### config.mk
export PLATFORM = sky130hd
export DESIGN_NAME = mcs_dev_end_flat
export DESIGN_NICKNAME = d
export VERILOG_FILES = /design/src/mcs_pkg.sv /design/src/mcs_reg_if.sv /design/src/mcs_dev_end.sv /design/src/flat_wrapper.sv
export SDC_FILE = /design/constraint.sdc
export NUM_CORES = 1
export LEC_CHECK = 0
export BUFFER_PORTS_ARGS = -buffer_cell sky130_fd_sc_hd__buf_4
export CAP_MARGIN = 20
export CORE_MARGIN = 2
export CORE_UTILIZATION = 58
export CTS_BUF_LIST = sky130_fd_sc_hd__clkbuf_8 sky130_fd_sc_hd__clkbuf_16
export CTS_CLUSTER_SIZE = 25
export DETAILED_ROUTE_END_ITERATION = 10
export PLACE_DENSITY = 0.88
export SLEW_MARGIN = 10
export SYNTH_ARGS = -nofsm -noshare
export SYNTH_HDL_FRONTEND = slang
export SYNTH_SLANG_ARGS = --single-unit
### constraint.sdc
create_clock -name mclk_i -period 5 [get_ports mclk_i]
set_input_delay 1 -clock mclk_i [delete_from_list [all_inputs] [get_ports mclk_i]]
set_output_delay 1 -clock mclk_i [all_outputs]
set_load 0.02 [all_outputs]
### src/mcs_pkg.sv
// constants and types shared by both ends of the master control/status register port
`default_nettype none
package mcs_pkg;
    // -------------------------------------------------------------------------
    // port geometry
    // -------------------------------------------------------------------------
    localparam int unsigned ADDR_W        = 11;
    localparam int unsigned DATA_W        = 8;
    localparam int unsigned NUM_CHAN      = 4;
    localparam int unsigned NUM_MON       = 8;
    localparam int unsigned SYS_ADDR_W    = 5;
    // -------------------------------------------------------------------------
    // register offsets (channel n reset/update sits at OFS_CRU + (n-1)*0x100)
    // -------------------------------------------------------------------------
    localparam logic [10:0] OFS_MRI       = 11'h000;
    localparam logic [10:0] OFS_SIF       = 11'h002;
    localparam logic [10:0] OFS_CKM       = 11'h003;
    localparam logic [10:0] OFS_MIS       = 11'h004;
    localparam logic [7:0]  OFS_CRU       = 8'h05;
    localparam logic [7:0]  GLOB_LAST     = 8'h04;
    // -------------------------------------------------------------------------
    // field positions, masks and reset values
    // -------------------------------------------------------------------------
    localparam int unsigned SIF_MODE_BIT  = 0;
    localparam int unsigned SIF_PLVL_BIT  = 1;
    localparam int unsigned SIF_EN_BIT    = 4;
    localparam int unsigned SIF_ADR_LSB   = 5;
    localparam logic [7:0]  SIF_WMASK     = 8'hf7;
    localparam logic [7:0]  SIF_RST       = 8'h00;
    localparam int unsigned CKM_REF_BIT   = 0;
    localparam int unsigned CKM_TFF_BIT   = 1;
    localparam int unsigned CKM_RFF_BIT   = 2;
    localparam int unsigned CKM_TXO_BIT   = 3;
    localparam int unsigned CKM_RX1_BIT   = 4;
    localparam int unsigned MIS_CSU_BIT   = 4;
    localparam int unsigned CRU_RST_BIT   = 7;
    localparam int unsigned CRU_TIP_BIT   = 0;
    localparam logic [7:0]  CRU_WMASK     = 8'h80;
    localparam logic [3:0]  CHAN_RST_RST  = 4'hf;
    localparam logic [4:0]  NULL_ADDR     = 5'h1f;
    // -------------------------------------------------------------------------
    // timing
    // -------------------------------------------------------------------------
    localparam int unsigned CLK_PERIOD_NS = 25;
    localparam int unsigned XFER_TIME_NS  = 200;
    localparam logic [3:0]  XFER_CYCLES   = 4'((XFER_TIME_NS + CLK_PERIOD_NS - 1) / CLK_PERIOD_NS);
    localparam int unsigned POLL_TIME_US  = 100;
    localparam logic [11:0] POLL_CYCLES   = 12'((POLL_TIME_US * 1000) / CLK_PERIOD_NS);
    // -------------------------------------------------------------------------
    // host sequencer states
    // -------------------------------------------------------------------------
    typedef enum logic [1:0] {
        H_IDLE   = 2'b00,
        H_STROBE = 2'b01,
        H_WAIT   = 2'b10
    } mcs_host_state_t;
endpackage
`default_nettype wire

### src/mcs_reg_if.sv
// parallel register port joining the host end and the device end
`default_nettype none
interface mcs_reg_if;
    logic        cs_n;
    logic        rd_n;
    logic        wr_n;
    logic [10:0] addr;
    logic [7:0]  wdata;
    logic [7:0]  rdata;
    logic        rdata_oe;
    modport dev  (input cs_n, rd_n, wr_n, addr, wdata, output rdata, rdata_oe);
    modport host (output cs_n, rd_n, wr_n, addr, wdata, input rdata, rdata_oe);
endinterface
`default_nettype wire

### src/mcs_dev_end.sv
// device end: global control/status registers and per-channel reset/update
//
// Overview of operation
// bit 0 selects cell or packet mode
// mode drives mapping and system-bus pin meaning
// bit 1 picks byte or packet transfer
// enable clear floats bus except packet-available
// host enables bus before any traffic
// host assigns unique addresses before enabling
// address field matches bus bits 4:2
// address 0x1F never selects a port
// rising edges set bits, read clears all
// fixed mapping of eight monitored clocks
// host polls activity bits periodically
// interrupt output low on active source
// summary shows channels and synthesis requests
// summary read acknowledges nothing
// plain write starts counter transfer, flag set
// host waits for flag low; the host end never reads the flag, done_o follows the write strobe
// soft-reset bit holds channel, hardware clears
// soft reset equals hardware reset per channel
// channel 1 reset blocks global registers
// host writes reserved bits as defaults
// edges captured and synchronised, none lost
`default_nettype none
module mcs_dev_end (
    // clock and reset
    input  wire logic                         mclk_i,
    input  wire logic                         rst_n_i,
    // register port
    mcs_reg_if.dev                            bus,
    // monitored clocks, bit order as the activity register
    input  wire logic [mcs_pkg::NUM_MON-1:0]  mon_clk_i,
    // interrupt requests from channels and clock synthesis
    input  wire logic [mcs_pkg::NUM_CHAN-1:0] chan_irq_i,
    input  wire logic                         synth_irq_i,
    // system-bus addresses from pins
    input  wire logic [4:0]                   tx_bus_addr_i,
    input  wire logic [4:0]                   rx_bus_addr_i,
    // mode and system-bus control
    output logic                              cell_packet_mode_sel_o,
    output logic                              packet_level_xfer_sel_o,
    output logic                              sys_bus_oe_o,
    output logic                              pkt_avail_oe_o,
    output logic                              tx_sel_o,
    output logic [1:0]                        tx_chan_o,
    output logic                              rx_sel_o,
    output logic [1:0]                        rx_chan_o,
    // interrupt
    output logic                              irq_out_n_o,
    // per-channel reset and counter transfer
    output logic [mcs_pkg::NUM_CHAN-1:0]      chan_reset_o,
    output logic [mcs_pkg::NUM_CHAN-1:0]      counter_latch_o,
    output logic [mcs_pkg::NUM_CHAN-1:0]      transfer_in_progress_o
);
    import mcs_pkg::*;

    // -------------------------------------------------------------------------
    // decode helpers
    // -------------------------------------------------------------------------
    // true for a channel reset/update access; address bits 9:8 then give the channel index
    function automatic logic is_cru(input logic [10:0] a);
        return (a[10] == 1'b0) && (a[7:0] == OFS_CRU);
    endfunction

    function automatic logic is_glob(input logic [10:0] a);
        return (a[10:8] == 3'h0) && (a[7:0] <= GLOB_LAST);
    endfunction

    // a system-bus address selects us when the top bits match and it is not null
    function automatic logic bus_hit(input logic [4:0] a, input logic [2:0] dev);
        return (a[4:2] == dev) && (a != NULL_ADDR);
    endfunction

    // -------------------------------------------------------------------------
    // pin synchronisers
    // -------------------------------------------------------------------------
    logic [NUM_MON-1:0] mon_s1_q, mon_s2_q, mon_s3_q;
    logic [4:0]         txa_s1_q, txa_s2_q, rxa_s1_q, rxa_s2_q;
    logic [NUM_MON-1:0] mon_edge;

    // monitored clocks are sampled, so each must run below half of mclk
    always_ff @(posedge mclk_i) begin
        if (!rst_n_i) begin
            mon_s1_q <= '0;
            mon_s2_q <= '0;
            mon_s3_q <= '0;
            txa_s1_q <= NULL_ADDR;
            txa_s2_q <= NULL_ADDR;
            rxa_s1_q <= NULL_ADDR;
            rxa_s2_q <= NULL_ADDR;
        end else begin
            mon_s1_q <= mon_clk_i;
            mon_s2_q <= mon_s1_q;
            mon_s3_q <= mon_s2_q;
            txa_s1_q <= tx_bus_addr_i;
            txa_s2_q <= txa_s1_q;
            rxa_s1_q <= rx_bus_addr_i;
            rxa_s2_q <= rxa_s1_q;
        end
    end

    // rising edge seen only after the second stage
    assign mon_edge = mon_s2_q & ~mon_s3_q;

    // -------------------------------------------------------------------------
    // register file
    // -------------------------------------------------------------------------
    logic [7:0]          sif_q, sif_d;
    logic [NUM_MON-1:0]  act_q, act_d;
    logic [NUM_CHAN-1:0] srst_q, srst_d;
    logic [3:0]          xcnt_q [NUM_CHAN];
    logic [3:0]          xcnt_d [NUM_CHAN];
    logic [NUM_CHAN-1:0] start_d;
    logic [7:0]          rdata_d;
    logic                wr_en, rd_en, glob_ok;
    logic [1:0]          acc_ch;

    assign wr_en   = !bus.cs_n && !bus.wr_n;
    assign rd_en   = !bus.cs_n && !bus.rd_n && bus.wr_n;
    assign acc_ch  = bus.addr[9:8];
    // global block closed while channel 1 sits in soft reset
    assign glob_ok = is_glob(bus.addr) && !srst_q[0];

    // next state for control, activity, reset and read data
    always_comb begin
        sif_d   = sif_q;
        srst_d  = srst_q;
        start_d = '0;
        rdata_d = 8'h00;
        // a new edge always survives a read in the same cycle
        act_d   = act_q | mon_edge;
        if (wr_en && glob_ok && bus.addr == OFS_SIF) begin
            sif_d = bus.wdata & SIF_WMASK;
        end
        if (rd_en && glob_ok) begin
            case (bus.addr)
                OFS_SIF: rdata_d = sif_q;
                OFS_CKM: begin
                    rdata_d = act_q;
                    act_d   = mon_edge;
                end
                // live summary, reading it touches no source
                OFS_MIS: rdata_d = {3'h0, synth_irq_i, chan_irq_i};
                default: rdata_d = 8'h00;
            endcase
        end
        if (wr_en && is_cru(bus.addr)) begin
            srst_d[acc_ch] = bus.wdata[CRU_RST_BIT];
            start_d[acc_ch] = !bus.wdata[CRU_RST_BIT];
        end
        if (rd_en && is_cru(bus.addr)) begin
            rdata_d = 8'h00;
            rdata_d[CRU_RST_BIT] = srst_q[acc_ch];
            rdata_d[CRU_TIP_BIT] = (xcnt_q[acc_ch] != 4'h0);
        end
    end

    // transfer counters, one per channel
    genvar g;
    generate
        for (g = 0; g < NUM_CHAN; g++) begin : g_xfer
            always_comb begin
                if (srst_d[g]) begin
                    xcnt_d[g] = 4'h0;
                end else if (start_d[g]) begin
                    xcnt_d[g] = XFER_CYCLES;
                end else if (xcnt_q[g] != 4'h0) begin
                    xcnt_d[g] = xcnt_q[g] - 4'h1;
                end else begin
                    xcnt_d[g] = 4'h0;
                end
            end

            always_ff @(posedge mclk_i) begin
                if (!rst_n_i) begin
                    xcnt_q[g] <= 4'h0;
                end else begin
                    xcnt_q[g] <= xcnt_d[g];
                end
            end
        end
    endgenerate

    // register the state and the read answer
    always_ff @(posedge mclk_i) begin
        if (!rst_n_i) begin
            sif_q        <= SIF_RST;
            act_q        <= '0;
            srst_q       <= '0;
            bus.rdata    <= 8'h00;
            bus.rdata_oe <= 1'b0;
        end else begin
            sif_q        <= sif_d;
            act_q        <= act_d;
            srst_q       <= srst_d;
            bus.rdata    <= rdata_d;
            bus.rdata_oe <= rd_en;
        end
    end

    // -------------------------------------------------------------------------
    // registered outputs
    // -------------------------------------------------------------------------
    logic [2:0]          dev_adr;
    logic [NUM_CHAN-1:0] tip_d;

    assign dev_adr = sif_q[SIF_ADR_LSB +: 3];

    always_comb begin
        for (int i = 0; i < NUM_CHAN; i++) begin
            tip_d[i] = (xcnt_d[i] != 4'h0);
        end
    end

    // channel reset follows hardware reset too, so both look the same downstream
    always_ff @(posedge mclk_i) begin
        if (!rst_n_i) begin
            cell_packet_mode_sel_o  <= 1'b0;
            packet_level_xfer_sel_o <= 1'b0;
            sys_bus_oe_o            <= 1'b0;
            pkt_avail_oe_o          <= 1'b0;
            tx_sel_o                <= 1'b0;
            tx_chan_o               <= 2'h0;
            rx_sel_o                <= 1'b0;
            rx_chan_o               <= 2'h0;
            irq_out_n_o             <= 1'b1;
            chan_reset_o            <= CHAN_RST_RST;
            counter_latch_o         <= '0;
            transfer_in_progress_o  <= '0;
        end else begin
            cell_packet_mode_sel_o  <= sif_d[SIF_MODE_BIT];
            packet_level_xfer_sel_o <= sif_d[SIF_MODE_BIT] && sif_d[SIF_PLVL_BIT];
            sys_bus_oe_o            <= sif_d[SIF_EN_BIT];
            pkt_avail_oe_o          <= 1'b1;
            tx_sel_o                <= sif_q[SIF_EN_BIT] && bus_hit(txa_s2_q, dev_adr);
            tx_chan_o               <= txa_s2_q[1:0];
            rx_sel_o                <= sif_q[SIF_EN_BIT] && bus_hit(rxa_s2_q, dev_adr);
            rx_chan_o               <= rxa_s2_q[1:0];
            irq_out_n_o             <= !(|chan_irq_i || synth_irq_i);
            chan_reset_o            <= srst_d;
            counter_latch_o         <= start_d;
            transfer_in_progress_o  <= tip_d;
        end
    end
endmodule
`default_nettype wire

### src/flat_wrapper.sv
// flat-port wrapper written by rule: the top's interface ports become plain ports
module mcs_dev_end_flat import mcs_pkg::*;
  (mclk_i, rst_n_i, mon_clk_i, chan_irq_i, synth_irq_i, tx_bus_addr_i, rx_bus_addr_i, cell_packet_mode_sel_o, packet_level_xfer_sel_o, sys_bus_oe_o, pkt_avail_oe_o, tx_sel_o, tx_chan_o, rx_sel_o, rx_chan_o, irq_out_n_o, chan_reset_o, counter_latch_o, transfer_in_progress_o, bus_cs_n, bus_rd_n, bus_wr_n, bus_addr, bus_wdata, bus_rdata, bus_rdata_oe);
  mcs_reg_if bus_i ();
  input  wire logic mclk_i;
  input  wire logic rst_n_i;
  input  wire logic [mcs_pkg::NUM_MON-1:0] mon_clk_i;
  input  wire logic [mcs_pkg::NUM_CHAN-1:0] chan_irq_i;
  input  wire logic synth_irq_i;
  input  wire logic [4:0] tx_bus_addr_i;
  input  wire logic [4:0] rx_bus_addr_i;
  output logic cell_packet_mode_sel_o;
  output logic packet_level_xfer_sel_o;
  output logic sys_bus_oe_o;
  output logic pkt_avail_oe_o;
  output logic tx_sel_o;
  output logic [1:0] tx_chan_o;
  output logic rx_sel_o;
  output logic [1:0] rx_chan_o;
  output logic irq_out_n_o;
  output logic [mcs_pkg::NUM_CHAN-1:0] chan_reset_o;
  output logic [mcs_pkg::NUM_CHAN-1:0] counter_latch_o;
  output logic [mcs_pkg::NUM_CHAN-1:0] transfer_in_progress_o;
  input wire logic [$bits(bus_i.cs_n)-1:0] bus_cs_n;
  input wire logic [$bits(bus_i.rd_n)-1:0] bus_rd_n;
  input wire logic [$bits(bus_i.wr_n)-1:0] bus_wr_n;
  input wire logic [$bits(bus_i.addr)-1:0] bus_addr;
  input wire logic [$bits(bus_i.wdata)-1:0] bus_wdata;
  output wire logic [$bits(bus_i.rdata)-1:0] bus_rdata;
  output wire logic [$bits(bus_i.rdata_oe)-1:0] bus_rdata_oe;
  assign bus_i.cs_n = bus_cs_n;
  assign bus_i.rd_n = bus_rd_n;
  assign bus_i.wr_n = bus_wr_n;
  assign bus_i.addr = bus_addr;
  assign bus_i.wdata = bus_wdata;
  assign bus_rdata = bus_i.rdata;
  assign bus_rdata_oe = bus_i.rdata_oe;
  mcs_dev_end u_core (.mclk_i(mclk_i), .rst_n_i(rst_n_i), .bus(bus_i), .mon_clk_i(mon_clk_i), .chan_irq_i(chan_irq_i), .synth_irq_i(synth_irq_i), .tx_bus_addr_i(tx_bus_addr_i), .rx_bus_addr_i(rx_bus_addr_i), .cell_packet_mode_sel_o(cell_packet_mode_sel_o), .packet_level_xfer_sel_o(packet_level_xfer_sel_o), .sys_bus_oe_o(sys_bus_oe_o), .pkt_avail_oe_o(pkt_avail_oe_o), .tx_sel_o(tx_sel_o), .tx_chan_o(tx_chan_o), .rx_sel_o(rx_sel_o), .rx_chan_o(rx_chan_o), .irq_out_n_o(irq_out_n_o), .chan_reset_o(chan_reset_o), .counter_latch_o(counter_latch_o), .transfer_in_progress_o(transfer_in_progress_o));
endmodule
# Word-level counts from Yosys, hierarchy flattened
# Memory sizes are Yosys's and may differ from the RTL's.
# Index checks and enable logic that the tools add are counted.
[op_classes]
n_addsub = 4
n_lt_le_gt_ge = 3
n_eq_ne = 8
muxes = 31
bitwise = 11
n_reduce_logical = 36
[op_table]
columns = ["operator", "n"]
rows = [
  ["2-to-1 mux 4 bit", 18],
  ["nonzero test 4 bit", 9],
  ["2-to-1 mux 8 bit", 4],
  ["one-hot mux 8 bit (3 select lines)", 1],
  ["== test 11 x 2 -> 1 bit (second input constant)", 2],
  ["logical AND 1 bit", 17],
  ["subtractor 4 x 1 -> 4 bit (second input constant)", 4],
  ["== test 11 x 3 -> 1 bit (second input constant)", 1],
  ["!= test 5 bit (second input constant)", 2],
  ["AND 8 bit", 1],
  ["== test 8 x 3 -> 1 bit (second input constant)", 1],
  ["<= comparator 8 x 3 -> 1 bit (second input constant)", 1],
  ["NOT 8 bit", 1],
  ["OR 8 bit", 1],
  ["== test 3 bit", 2],
  ["logical NOT 1 bit", 6],
  ["2-to-1 mux 5 bit", 1],
  ["AND 4 bit", 1],
  ["bitwise mux 4 bit", 1],
  ["2-to-1 mux 1 bit", 4],
  ["OR 1 bit", 4],
  ["OR reduction 4 bit", 1],
  ["logical NOT 3 bit", 1],
  ["less-than comparator 2 x 3 -> 1 bit (second input constant)", 1],
  ["other kinds (6)", 8],
]
[word_totals]
register_bits = 95
ram_bits = 16
input_bits = 47
wordCells = 120
mem_count = 1
[mem_list]
columns = ["name", "words", "width", "rd", "rd_clocked_by_memory_dff", "wr", "line", "rtl"]
rows = [
  ["u_core.xcnt_q", 4, 4, 5, 0, 4, "mcs_dev_end.sv:112", "logic [3:0] xcnt_q [NUM_CHAN];"],
]

# Longest topological paths before layout
# Gate-level depths: netlist (run 1).
[depth]
ltp_word = 9
mapped_depth = 6

# Least setup slack after synthesis (run 1)
# Ideal clock, no wire load.
[synth_timing]
path_kind = "input-to-reg"
start = "input bus_addr[3]"
end = "register u_core.bus.rdata[7]"
arrival_time_ns = 2.410
path_slack_ns = 2.520
cell_stages = 4
n_path_buf = 0
path_cell_list = "or4_4 -> or3_1 -> or3_1 -> a21oi_1"
[synth_between]
elab_chain_len = 6
word_cells_on_any_way = 13
cone_classes = "order compare: 1; eq/ne: 4; mux: 3; reduce/logical: 5"
[synth_lines]
columns = ["item", "line", "rtl"]
rows = [
  ["from (decl)", "flat_wrapper.sv:27", "input wire logic [$bits(bus_i.addr)-1:0] bus_addr;"],
  ["<= comparator 8 x 3 -> 1 bit", "mcs_dev_end.sv:67", "return (a[10:8] == 3'h0) && (a[7:0] <= GLOB_LAST);"],
  ["logical AND 1 bit", "mcs_dev_end.sv:67", ""],
  ["logical AND 1 bit", "mcs_dev_end.sv:123", "assign glob_ok = is_glob(bus.addr) && !srst_q[0];"],
  ["logical AND 1 bit", "mcs_dev_end.sv:136", "if (rd_en && glob_ok) begin"],
  ["2-to-1 mux 8 bit", "mcs_dev_end.sv:136", ""],
  ["2-to-1 mux 8 bit *", "mcs_dev_end.sv:152", "if (rd_en && is_cru(bus.addr)) begin"],
  ["to (signal assigned)", "mcs_dev_end.sv:197", "bus.rdata <= rdata_d;"],
  ["to (decl)", "mcs_reg_if.sv:11", "modport dev (input cs_n, rd_n, wr_n, addr, wdata, output rdata, rdata_oe);"],
]
# Mark *: on every way between the ends. The rest lies on a longest branch, timed or not.
# A chain may end at the register's enable or synchronous reset.

# Worst setup path in the final report (run 1)
[layout_timing]
start = "input bus_addr[3]"
end = "register u_core.packet_level_xfer_sel_o"
[layout_between]
elab_chain_len = 7
word_cells_on_any_way = 8
cone_classes = "order compare: 1; eq/ne: 1; mux: 1; reduce/logical: 5"
[layout_lines]
columns = ["item", "line", "rtl"]
rows = [
  ["<= comparator 8 x 3 -> 1 bit", "mcs_dev_end.sv:67", ""],
  ["logical AND 1 bit", "mcs_dev_end.sv:67", ""],
  ["logical AND 1 bit", "mcs_dev_end.sv:123", ""],
  ["logical AND 1 bit", "mcs_dev_end.sv:133", "if (wr_en && glob_ok && bus.addr == OFS_SIF) begin"],
  ["logical AND 1 bit *", "mcs_dev_end.sv:133", ""],
  ["2-to-1 mux 5 bit *", "mcs_dev_end.sv:133", ""],
  ["logical AND 1 bit *", "mcs_dev_end.sv:233", "packet_level_xfer_sel_o <= sif_d[SIF_MODE_BIT] && sif_d[SIF_PLVL_BIT];"],
  ["to (signal assigned)", "mcs_dev_end.sv:233", ""],
  ["to (decl)", "mcs_dev_end.sv:42", "output logic packet_level_xfer_sel_o,"],
]
# Marked as above.

==> results of run 1 <==
==> state kept, by name (all words and copies together), names as in the netlist, 6 cells and up <==
signal            count
u_core.xcnt_q        16
u_core.act_q          8
u_core.bus.rdata      8
u_core.mon_s1_q       8
u_core.mon_s2_q       8
u_core.mon_s3_q       8
u_core.sif_q          6
==> area by class of cell <==
class,count,area (sq um)
Clock inverter,7,67.56
Sequential cell,109,2182
Inverter,26,97.59
Tap cell,77,96.34
Clock buffer,9,123.9
Fill cell,480,1733
Timing Repair Buffer,77,578.1
Multi-Input combinational cell,247,1544
==> critical path, stage by stage <==
cell and delay [ns]:
buf_4 0.11, nor4_2 0.69, nand4_1 0.52, nand3_1 0.21, a21boi_0 0.11
==> synth_stat cells (all sizes together), types with 3 or more instances <==
cell      n
and4      3
nand2b   27
or3       5
clkbuf   16
nor3     15
o21ai     9
o22ai    10
mux2i     8
nand4     7
nor4b     4
ha        4
a22oi     3
and2     21
mux2      3
nand3     8
dfxtp   109
nand2    42
nand3b    8
inv      26
nor4      4
xor2      3
or4       4
nor2b     7
a21boi    8
nor2     12
a21oi    13
a211oi    3
==> through the flow <==
stage	instance area [sq um]	cells	hold slack, ns	power [uW]
after global placement	4498	536	0.3893	1368
after CTS	4690	552	0.4159	1896
final	4690	552	0.4147	1892
after floorplan	3884	398	0.3863	1277
after detailed placement	4498	536	0.3909	1398
after global routing	4690	552	0.4321	1987
==> per-layer routing <==
layer,up-vias,routed length [um],track usage
li1,1500,-,-
met1,1390,3021,0.2522
met2,100,4035,0.3899
met3,22,489,0.04331
met4,0,223,0.1068
met5,-,0,0
==> power by group through the flow <==
stage	Combinational [uW]	Sequential, uW	Clock, uW
after detailed placement	368	1030	0
after global placement	346	1020	0
after CTS	370	1010	516
after global routing	414	1020	552
final	367	1010	513
after floorplan	243	1030	0
==> kinds of logic after synthesis <==
logic type,count (synthesis),share of synthesized area
flops,109,0.5619
buf+inv,42,0.04059
fa+ha+maj,5,0.01546
simple gates,173,0.2513
mux,12,0.03512
compound gates,53,0.08666
xor+xnor,4,0.009022
==> worst paths after layout <==
kind              depth (start not counted)          startpoint  slack [ns]                        endpoint
hold / removal                            1  u_core.txa_s1_q[4]        0.41              u_core.txa_s2_q[4]
setup reg to reg                          4    u_core.srst_q[0]        3.35  u_core.packet_level_xfer_sel_o
setup / recovery                          5         bus_addr[3]        2.62  u_core.packet_level_xfer_sel_o
hold reg to reg                           1  u_core.txa_s1_q[4]        0.41              u_core.txa_s2_q[4]
==> impl_results.md, run 1 <==
* Final Util at 0.7302
* Nets at 521
* Largest net degree at the start of global routing at 82
* DP HPWL at 5564 um
* Worst Path Arrival at 2.66 ns
* Syn avg cell area at 9.758 sq um
* Total congestion overflow at 0
* Slew @ Worst Pin at 0.7620 ns
* P_leak at 0.002038 uW
* Die X-Extent at 85.83 um
* Yosys warning count at 0
* Commonest non-fill, non-tap cell in the layout: dfxtp_1
* Htree depth at 3
* CTS clk-pin slew, worst paths at 0.11 ns
* Die area at 7367 sq um
* 1st-iter DRT viols at 150
* Number of global-route vias before repair at 2828
* Worst hold path type: reg2reg
* Combinational share of power at 0.194
* Final Routed Wirelength at 7769 um
* GRT Util Overall at 0.2195
* Clock buffer depth at 2
* Inserted Diodes at 0
* Clock power frac at 0.271
* Antenna violations before repair at 0
* Sum of negative setup slack at 0 ns
* VDD IR-drop max at 222.3 uV
* PnR worst setup slack at 2.618 ns
* Drt via density at 5.457
* First-pass GRT wire length at 12560 um
* Number of synthesized flops with an enable pin at 0
* Post-cts resize count at 0
* CTS Hold Bufs at 0
* Synth area leader: dfxtp_1
* CTS tree: done
* Worst skew pair latency at 0.39 ns
* FFs w/ async S/R, synth at 0
* Most frequent cells in the layout: 109 x dfxtp_1, 77 x buf_4, 42 x nand2_1
* Setup Buffers After CTS at 0
* Post-synth cell types at 45
* Routed vias at 3012
* CP endpoint kind: flop
* Post-synth top area share at 0.5619
* Pre-CTS setup slack at 2.196 ns
* DRC Markers at 6
* Cells after Synth at 398
* Synthesized area at 3884 sq um
* Failing checks: design-rule violations
* Pre-antenna DRT Iters at 8
* Skew final at 0.009712 ns
* Switching Fraction at 0.3036
* P_sw at 574.4 uW
* Worst-path maximum fanout at 8
* I/O pins at 79
* Final Cycle Share at 0.4765
* Slew HR at 0.4878
* Starting Density at 0.6047
* Share of layout cells above drive strength 1 at 0.2105
* Fin. max-slew vios at 0
* Status: finished, violations left
* Final Hold Vio Count at 0
* Chip height at 85.83 um
* Root Driver: clkbuf_8
* Max-Cap Viols at 0
* TritonCTS buffer count at 9
* Ys flop type: dfxtp_1
* Routed wire per std cell at 14.07 um
* Synth Register Bits at 109
* Core box area at 6422 sq um
* Fin crit period at 2.382 ns
* Cell area power density at 403.4 nW/um^2
* Critical path class: in2reg
* IO buf count at 77
* Int Pwr at 1317 uW
* RSZ-0062 raised after global routing: no
* FP Rows at 29
* Syn_nets at 449
* Worst EP required at 5.27 ns
* Achievable Freq at 419.7 MHz
* Flop pwr share at 0.535
* P&R area growth vs syn at 20.75%
* Post-route ant nets at 0
* Top post-synthesis cells by area: dfxtp_1 56%, nand2b_1 4.3%, nand2_1 4.1%
* CTS Sinks at 109
* CP startpoint kind: input pin
* Setup violations, final at 0
* Sequential area share after synthesis at 0.5619
* Routability cong. at 0.8723
Note: power is estimated with default switching activity, not from simulation.
==> run 2, diff against run 1 <==
Settings changed: CORE_UTILIZATION 58 to 54, PLACE_DENSITY 0.88 to 0.83.
Clock period 5 ns to 2.35 ns, I/O delays scaled along.
==> impl_results.md, run 2 (same netlist as run 1, synthesis figures left out) <==
* Chip height at 88.81 um
* Largest net degree at the start of global routing at 80
* Final Cycle Share at 0.7629
* P_sw at 1199 uW
* Routed vias at 2989
* 1st-iter DRT viols at 178
* Achievable Freq at 557.8 MHz
* Max-Cap Viols at 0
* Drt via density at 5.216
* Max FFs per register at 16
* First-pass GRT wire length at 12260 um
* Sum of negative setup slack at 0 ns
* Number of global-route vias before repair at 2794
* Core box area at 6869 sq um
* Final std cells w/o fill at 573
* Skew final at 0.01191 ns
* Htree depth at 3
* Final Routed Wirelength at 7801 um
* Slew @ Worst Pin at 0.6573 ns
* HP Start: rx_bus_addr_i[2]
* RR Startpoint: u_core.srst_q[0]
* FP Rows at 30
* Power consumption at 4130 uW
* I/O pins at 79
* Reg with most FFs: u_core.xcnt_q
* IO buf count at 77
* CP startpoint kind: input pin
* Int Pwr at 2931 uW
* Die area at 7886 sq um
* P_leak at 0.002055 uW
* Share of layout cells above drive strength 1 at 0.2138
* Routability cong. at 0.9025
* Setup violations, final at 0
* Post-Place Cells at 557
* DRC Markers at 0
* Routed wire per std cell at 13.61 um
* CP endpoint kind: flop
* Commonest non-fill, non-tap cell in the layout: dfxtp_1
* Switching Fraction at 0.2902
* CTS tree: done
* Flop pwr share at 0.520
* RSZ-0062 raised after global routing: no
* Final Hold Vio Count at 0
* Combinational share of power at 0.191
* Starting Density at 0.5654
* Cell area power density at 869.5 nW/um^2
* Antenna violations before repair at 0
* Post-route ant nets at 0
* CTS clk-pin slew, worst paths at 0.10 ns
* CTS Hold Bufs at 0
* Die X-Extent at 88.81 um
* Critical path class: in2reg
* Inserted Diodes at 0
* P&R area growth vs syn at 22.29%
* Fin. max-slew vios at 0
* Most frequent cells in the layout: 109 x dfxtp_1, 79 x buf_4, 42 x nand2_1
* TritonCTS buffer count at 9
* Setup Buffers After CTS at 0
* Final Util at 0.6914
* VDD IR-drop max at 535.3 uV
* Clock power frac at 0.289
* Worst hold path type: in2reg
* Nets at 523
* Worst skew pair latency at 0.38 ns
* Slew HR at 0.5618
* Worst EP required at 2.66 ns
* Post-cts resize count at 0
* Pre-antenna DRT Iters at 4
* Fin crit period at 1.793 ns
* Total congestion overflow at 0
* Clock buffer depth at 2
* GRT Util Overall at 0.2036
* Worst Path Arrival at 2.10 ns
* Worst-path maximum fanout at 5
* DP HPWL at 5567 um
* CTS Sinks at 109
* Status: complete, no violations
* CP Launch Point: bus_addr[3]
* Root Driver: clkbuf_8
[run 2: cell count changes in the layout (fill, tap and decap cells not counted)]
cell / delta
clkinvlp_4: +1
clkinv_8: -1
clkinv_4: -1
buf_4: +2
clkbuf_8: +1
clkinv_2: -1
bufinv_16: +1
[run 2: layer usage]
metal | wire [um] | GRT usage | part of all wire | vias to the layer above
met5 | 0 | 0 | 0 | -
met3 | 354 | 0.04198 | 0.045 | 19
li1 | - | - | - | 1501
met1 | 3433 | 0.2462 | 0.44 | 1390
met4 | 196 | 0.1185 | 0.025 | 0
met2 | 3817 | 0.3351 | 0.49 | 79
[run 2: worst max-delay path: stages]
cell	delay, ns
buf_4	0.12
or4_4	0.56
or3_1	0.44
or3_1	0.36
a21oi_1	0.15
[run 2: cell type report]
type	count	area, sq um
multi-input cells	247	1544
clock inverters	6	75.07
inverters	26	97.59
fillers	560	2120
repair buffers	79	593.1
flip-flops and latches	109	2182
well taps	96	120.1
clock buffers	10	137.6
[run 2: power by group through the flow]
stage / clock [uW] / sequential [uW] / combinational (uW)
global placement: 0 / 2180 / 742
CTS: 1210 / 2150 / 785
floorplan: 0 / 2200 / 517
detailed placement: 0 / 2190 / 783
global route: 1290 / 2170 / 906
finish: 1190 / 2150 / 788
[run 2: final timing paths]
| check | cells after the start | slack [ns] | end |
|---|---|---|---|
| max | 5 | 0.56 | u_core.bus.rdata[7] |
| min | 2 | 0.27 | u_core.rxa_s1_q[2] |
| max reg2reg | 4 | 0.76 | u_core.packet_level_xfer_sel_o |
| min reg2reg | 1 | 0.41 | u_core.act_q[6] |
[run 2: stage by stage]
stage	cell area [sq um]	hold slack, ns	setup WS [ns]
2_1_floorplan	3884	0.3863	0.3995
3_3_place_gp	4537	0.3887	0.2078
3_5_place_dp	4537	0.3925	0.1902
4_1_cts	4750	0.2553	0.5758
5_1_grt	4750	0.2512	0.5496
6_report	4750	0.2662	0.5572
==> run 3, diff against run 2 <==
Clock period 2.35 ns to 1.9 ns, I/O delays scaled along.
==> impl_results.md, run 3 (same netlist as run 1, synthesis figures left out) <==
* Sum of negative setup slack at 0 ns
* Final Routed Wirelength at 7974 um
* DRC Markers at 0
* Final Hold Vio Count at 0
* Slew @ Worst Pin at 0.5851 ns
* Worst R2R End: u_core.bus.rdata[0]
* IO buf count at 77
* Antenna violations before repair at 0
* Worst Path Arrival at 1.94 ns
* CTS Sinks at 109
* Post-route ant nets at 0
* Routability cong. at 0.9032
* RR Startpoint: u_core.xcnt_q[0][1]
* 1st-iter DRT viols at 143
* CP startpoint kind: input pin
* P_leak at 0.002144 uW
* Post-cts resize count at 0
* Hold EP: u_core.txa_s1_q[0]
* Power consumption at 5157 uW
* Reg with most FFs: u_core.xcnt_q
* TritonCTS buffer count at 9
* Fin crit period at 1.637 ns
* Clock buffer depth at 2
* Cell family with most CP delay: simple AND/OR/NAND/NOR gates
* Nets at 541
* Setup Buffers After CTS at 0
* Setup violations, final at 0
* Commonest non-fill, non-tap cell in the layout: dfxtp_1
* Core box area at 6869 sq um
* Chip height at 88.81 um
* Number of global-route vias before repair at 2918
* Skew final at 0.008331 ns
* Critical path class: in2reg
* Crit-path slowest cell: or4_4
* First-pass GRT wire length at 12720 um
* Final instance area at 4892 sq um
* Drt via density at 5.214
* Crit. path cell count at 5
* Worst-path maximum fanout at 2
* Starting Density at 0.5654
* Largest net degree at the start of global routing at 42
* GRT Util Overall at 0.2127
* Final Cycle Share at 0.8613
* Hold Path Depth at 2
* Fin. max-slew vios at 0
* Htree depth at 3
* Cell area power density at 1054 nW/um^2
* Cell chain of the critical path: buf_4 > or4_4 > or3_1 > or3_1 > a21oi_1
* Pre-antenna DRT Iters at 4
* Inserted Diodes at 0
* Share of layout cells above drive strength 1 at 0.2409
* Worst hold path type: in2reg
* CTS clk-pin slew, worst paths at 0.09 ns
* Die X-Extent at 88.81 um
* RSZ-0062 raised after global routing: no
* Worst skew pair latency at 0.37 ns
* Placed Area at 4672 sq um
* CTS tree: done
* Achievable Freq at 611.0 MHz
* Worst EP required at 2.20 ns
* CTS Hold Bufs at 0
* Routed wire per std cell at 13.52 um
* Max FFs per register at 16
* VDD IR-drop max at 505.9 uV
* Routed vias at 3076
* DP HPWL at 5836 um
* FP Rows at 30
* I/O pins at 79
* Reg2reg setup slack at 0.34 ns
* Max-Cap Viols at 0
* Root Driver: clkbuf_8
* Most frequent cells in the layout: 109 x dfxtp_1, 97 x buf_4, 42 x nand2_1
* Worst path max stage delay at 0.53 ns
* P&R area growth vs syn at 25.97%
* Worst path bufs/invs at 1
* Total congestion overflow at 0
* Status: complete, no violations
* Most Frequent Cell on Critical Path: or3_1
* Slew HR at 0.6063
* CP endpoint kind: flop
* Die area at 7886 sq um
* HP Start: tx_bus_addr_i[0]
* Reg2Reg Depth at 4
## run 3: through the flow
step                setup slack (ns)  hold WS, ns  cells    util
floorplan                    0.03952       0.3863    398       -
global placement            -0.07324       0.3885    575  0.6801
detailed placement          -0.09869       0.3925    575  0.6801
CTS                           0.2743       0.1763    590  0.7122
global route                  0.2491       0.1729    590  0.7122
finish                        0.2635       0.1878    590  0.7122
## run 3: area by class of cell
type	instances	area (sq um)
inverter	26	97.59
sequential	109	2182
tap	96	120.1
multi-input combinational	247	1544
timing repair buffer	97	728.2
clock inverter	6	96.34
clock buffer	9	123.9
fill	502	1977
## run 3: worst max-delay path by stage
stage / from / to / slack (ns)
after global placement: bus_addr[3] / u_core.bus.rdata[7] / -0.07
after CTS: bus_addr[3] / u_core.bus.rdata[7] / 0.27
after detailed placement: bus_addr[3] / u_core.bus.rdata[7] / -0.1
final: bus_addr[3] / u_core.bus.rdata[7] / 0.26
after floorplan: bus_addr[3] / u_core.bus.rdata[7] / 0.04
after global routing: bus_addr[3] / u_core.bus.rdata[7] / 0.25
## run 3: routing by layer
| metal | global-route usage | wire (um) | vias up |
|---|---|---|---|
| met3 | 0.05690 | 489 | 17 |
| met1 | 0.2367 | 3204 | 1430 |
| met5 | 0 | 0 | - |
| met4 | 0.1129 | 199 | 0 |
| met2 | 0.3697 | 4080 | 86 |
| li1 | - | - | 1543 |
## run 3: worst register-to-register path, cell delays in order (launching register included)
cell and delay, ns:
dfxtp_1 0.33, or3_1 0.41, or4_1 0.47, o311ai_0 0.12, o22ai_1 0.12
## run 3: where the power goes
part           switching, uW  total, uW  internal (uW)  leakage (uW)
Sequential               157       2660           2500      0.000895
Combinational            530        996            466       0.00114
Clock                    750       1500            750      0.000108
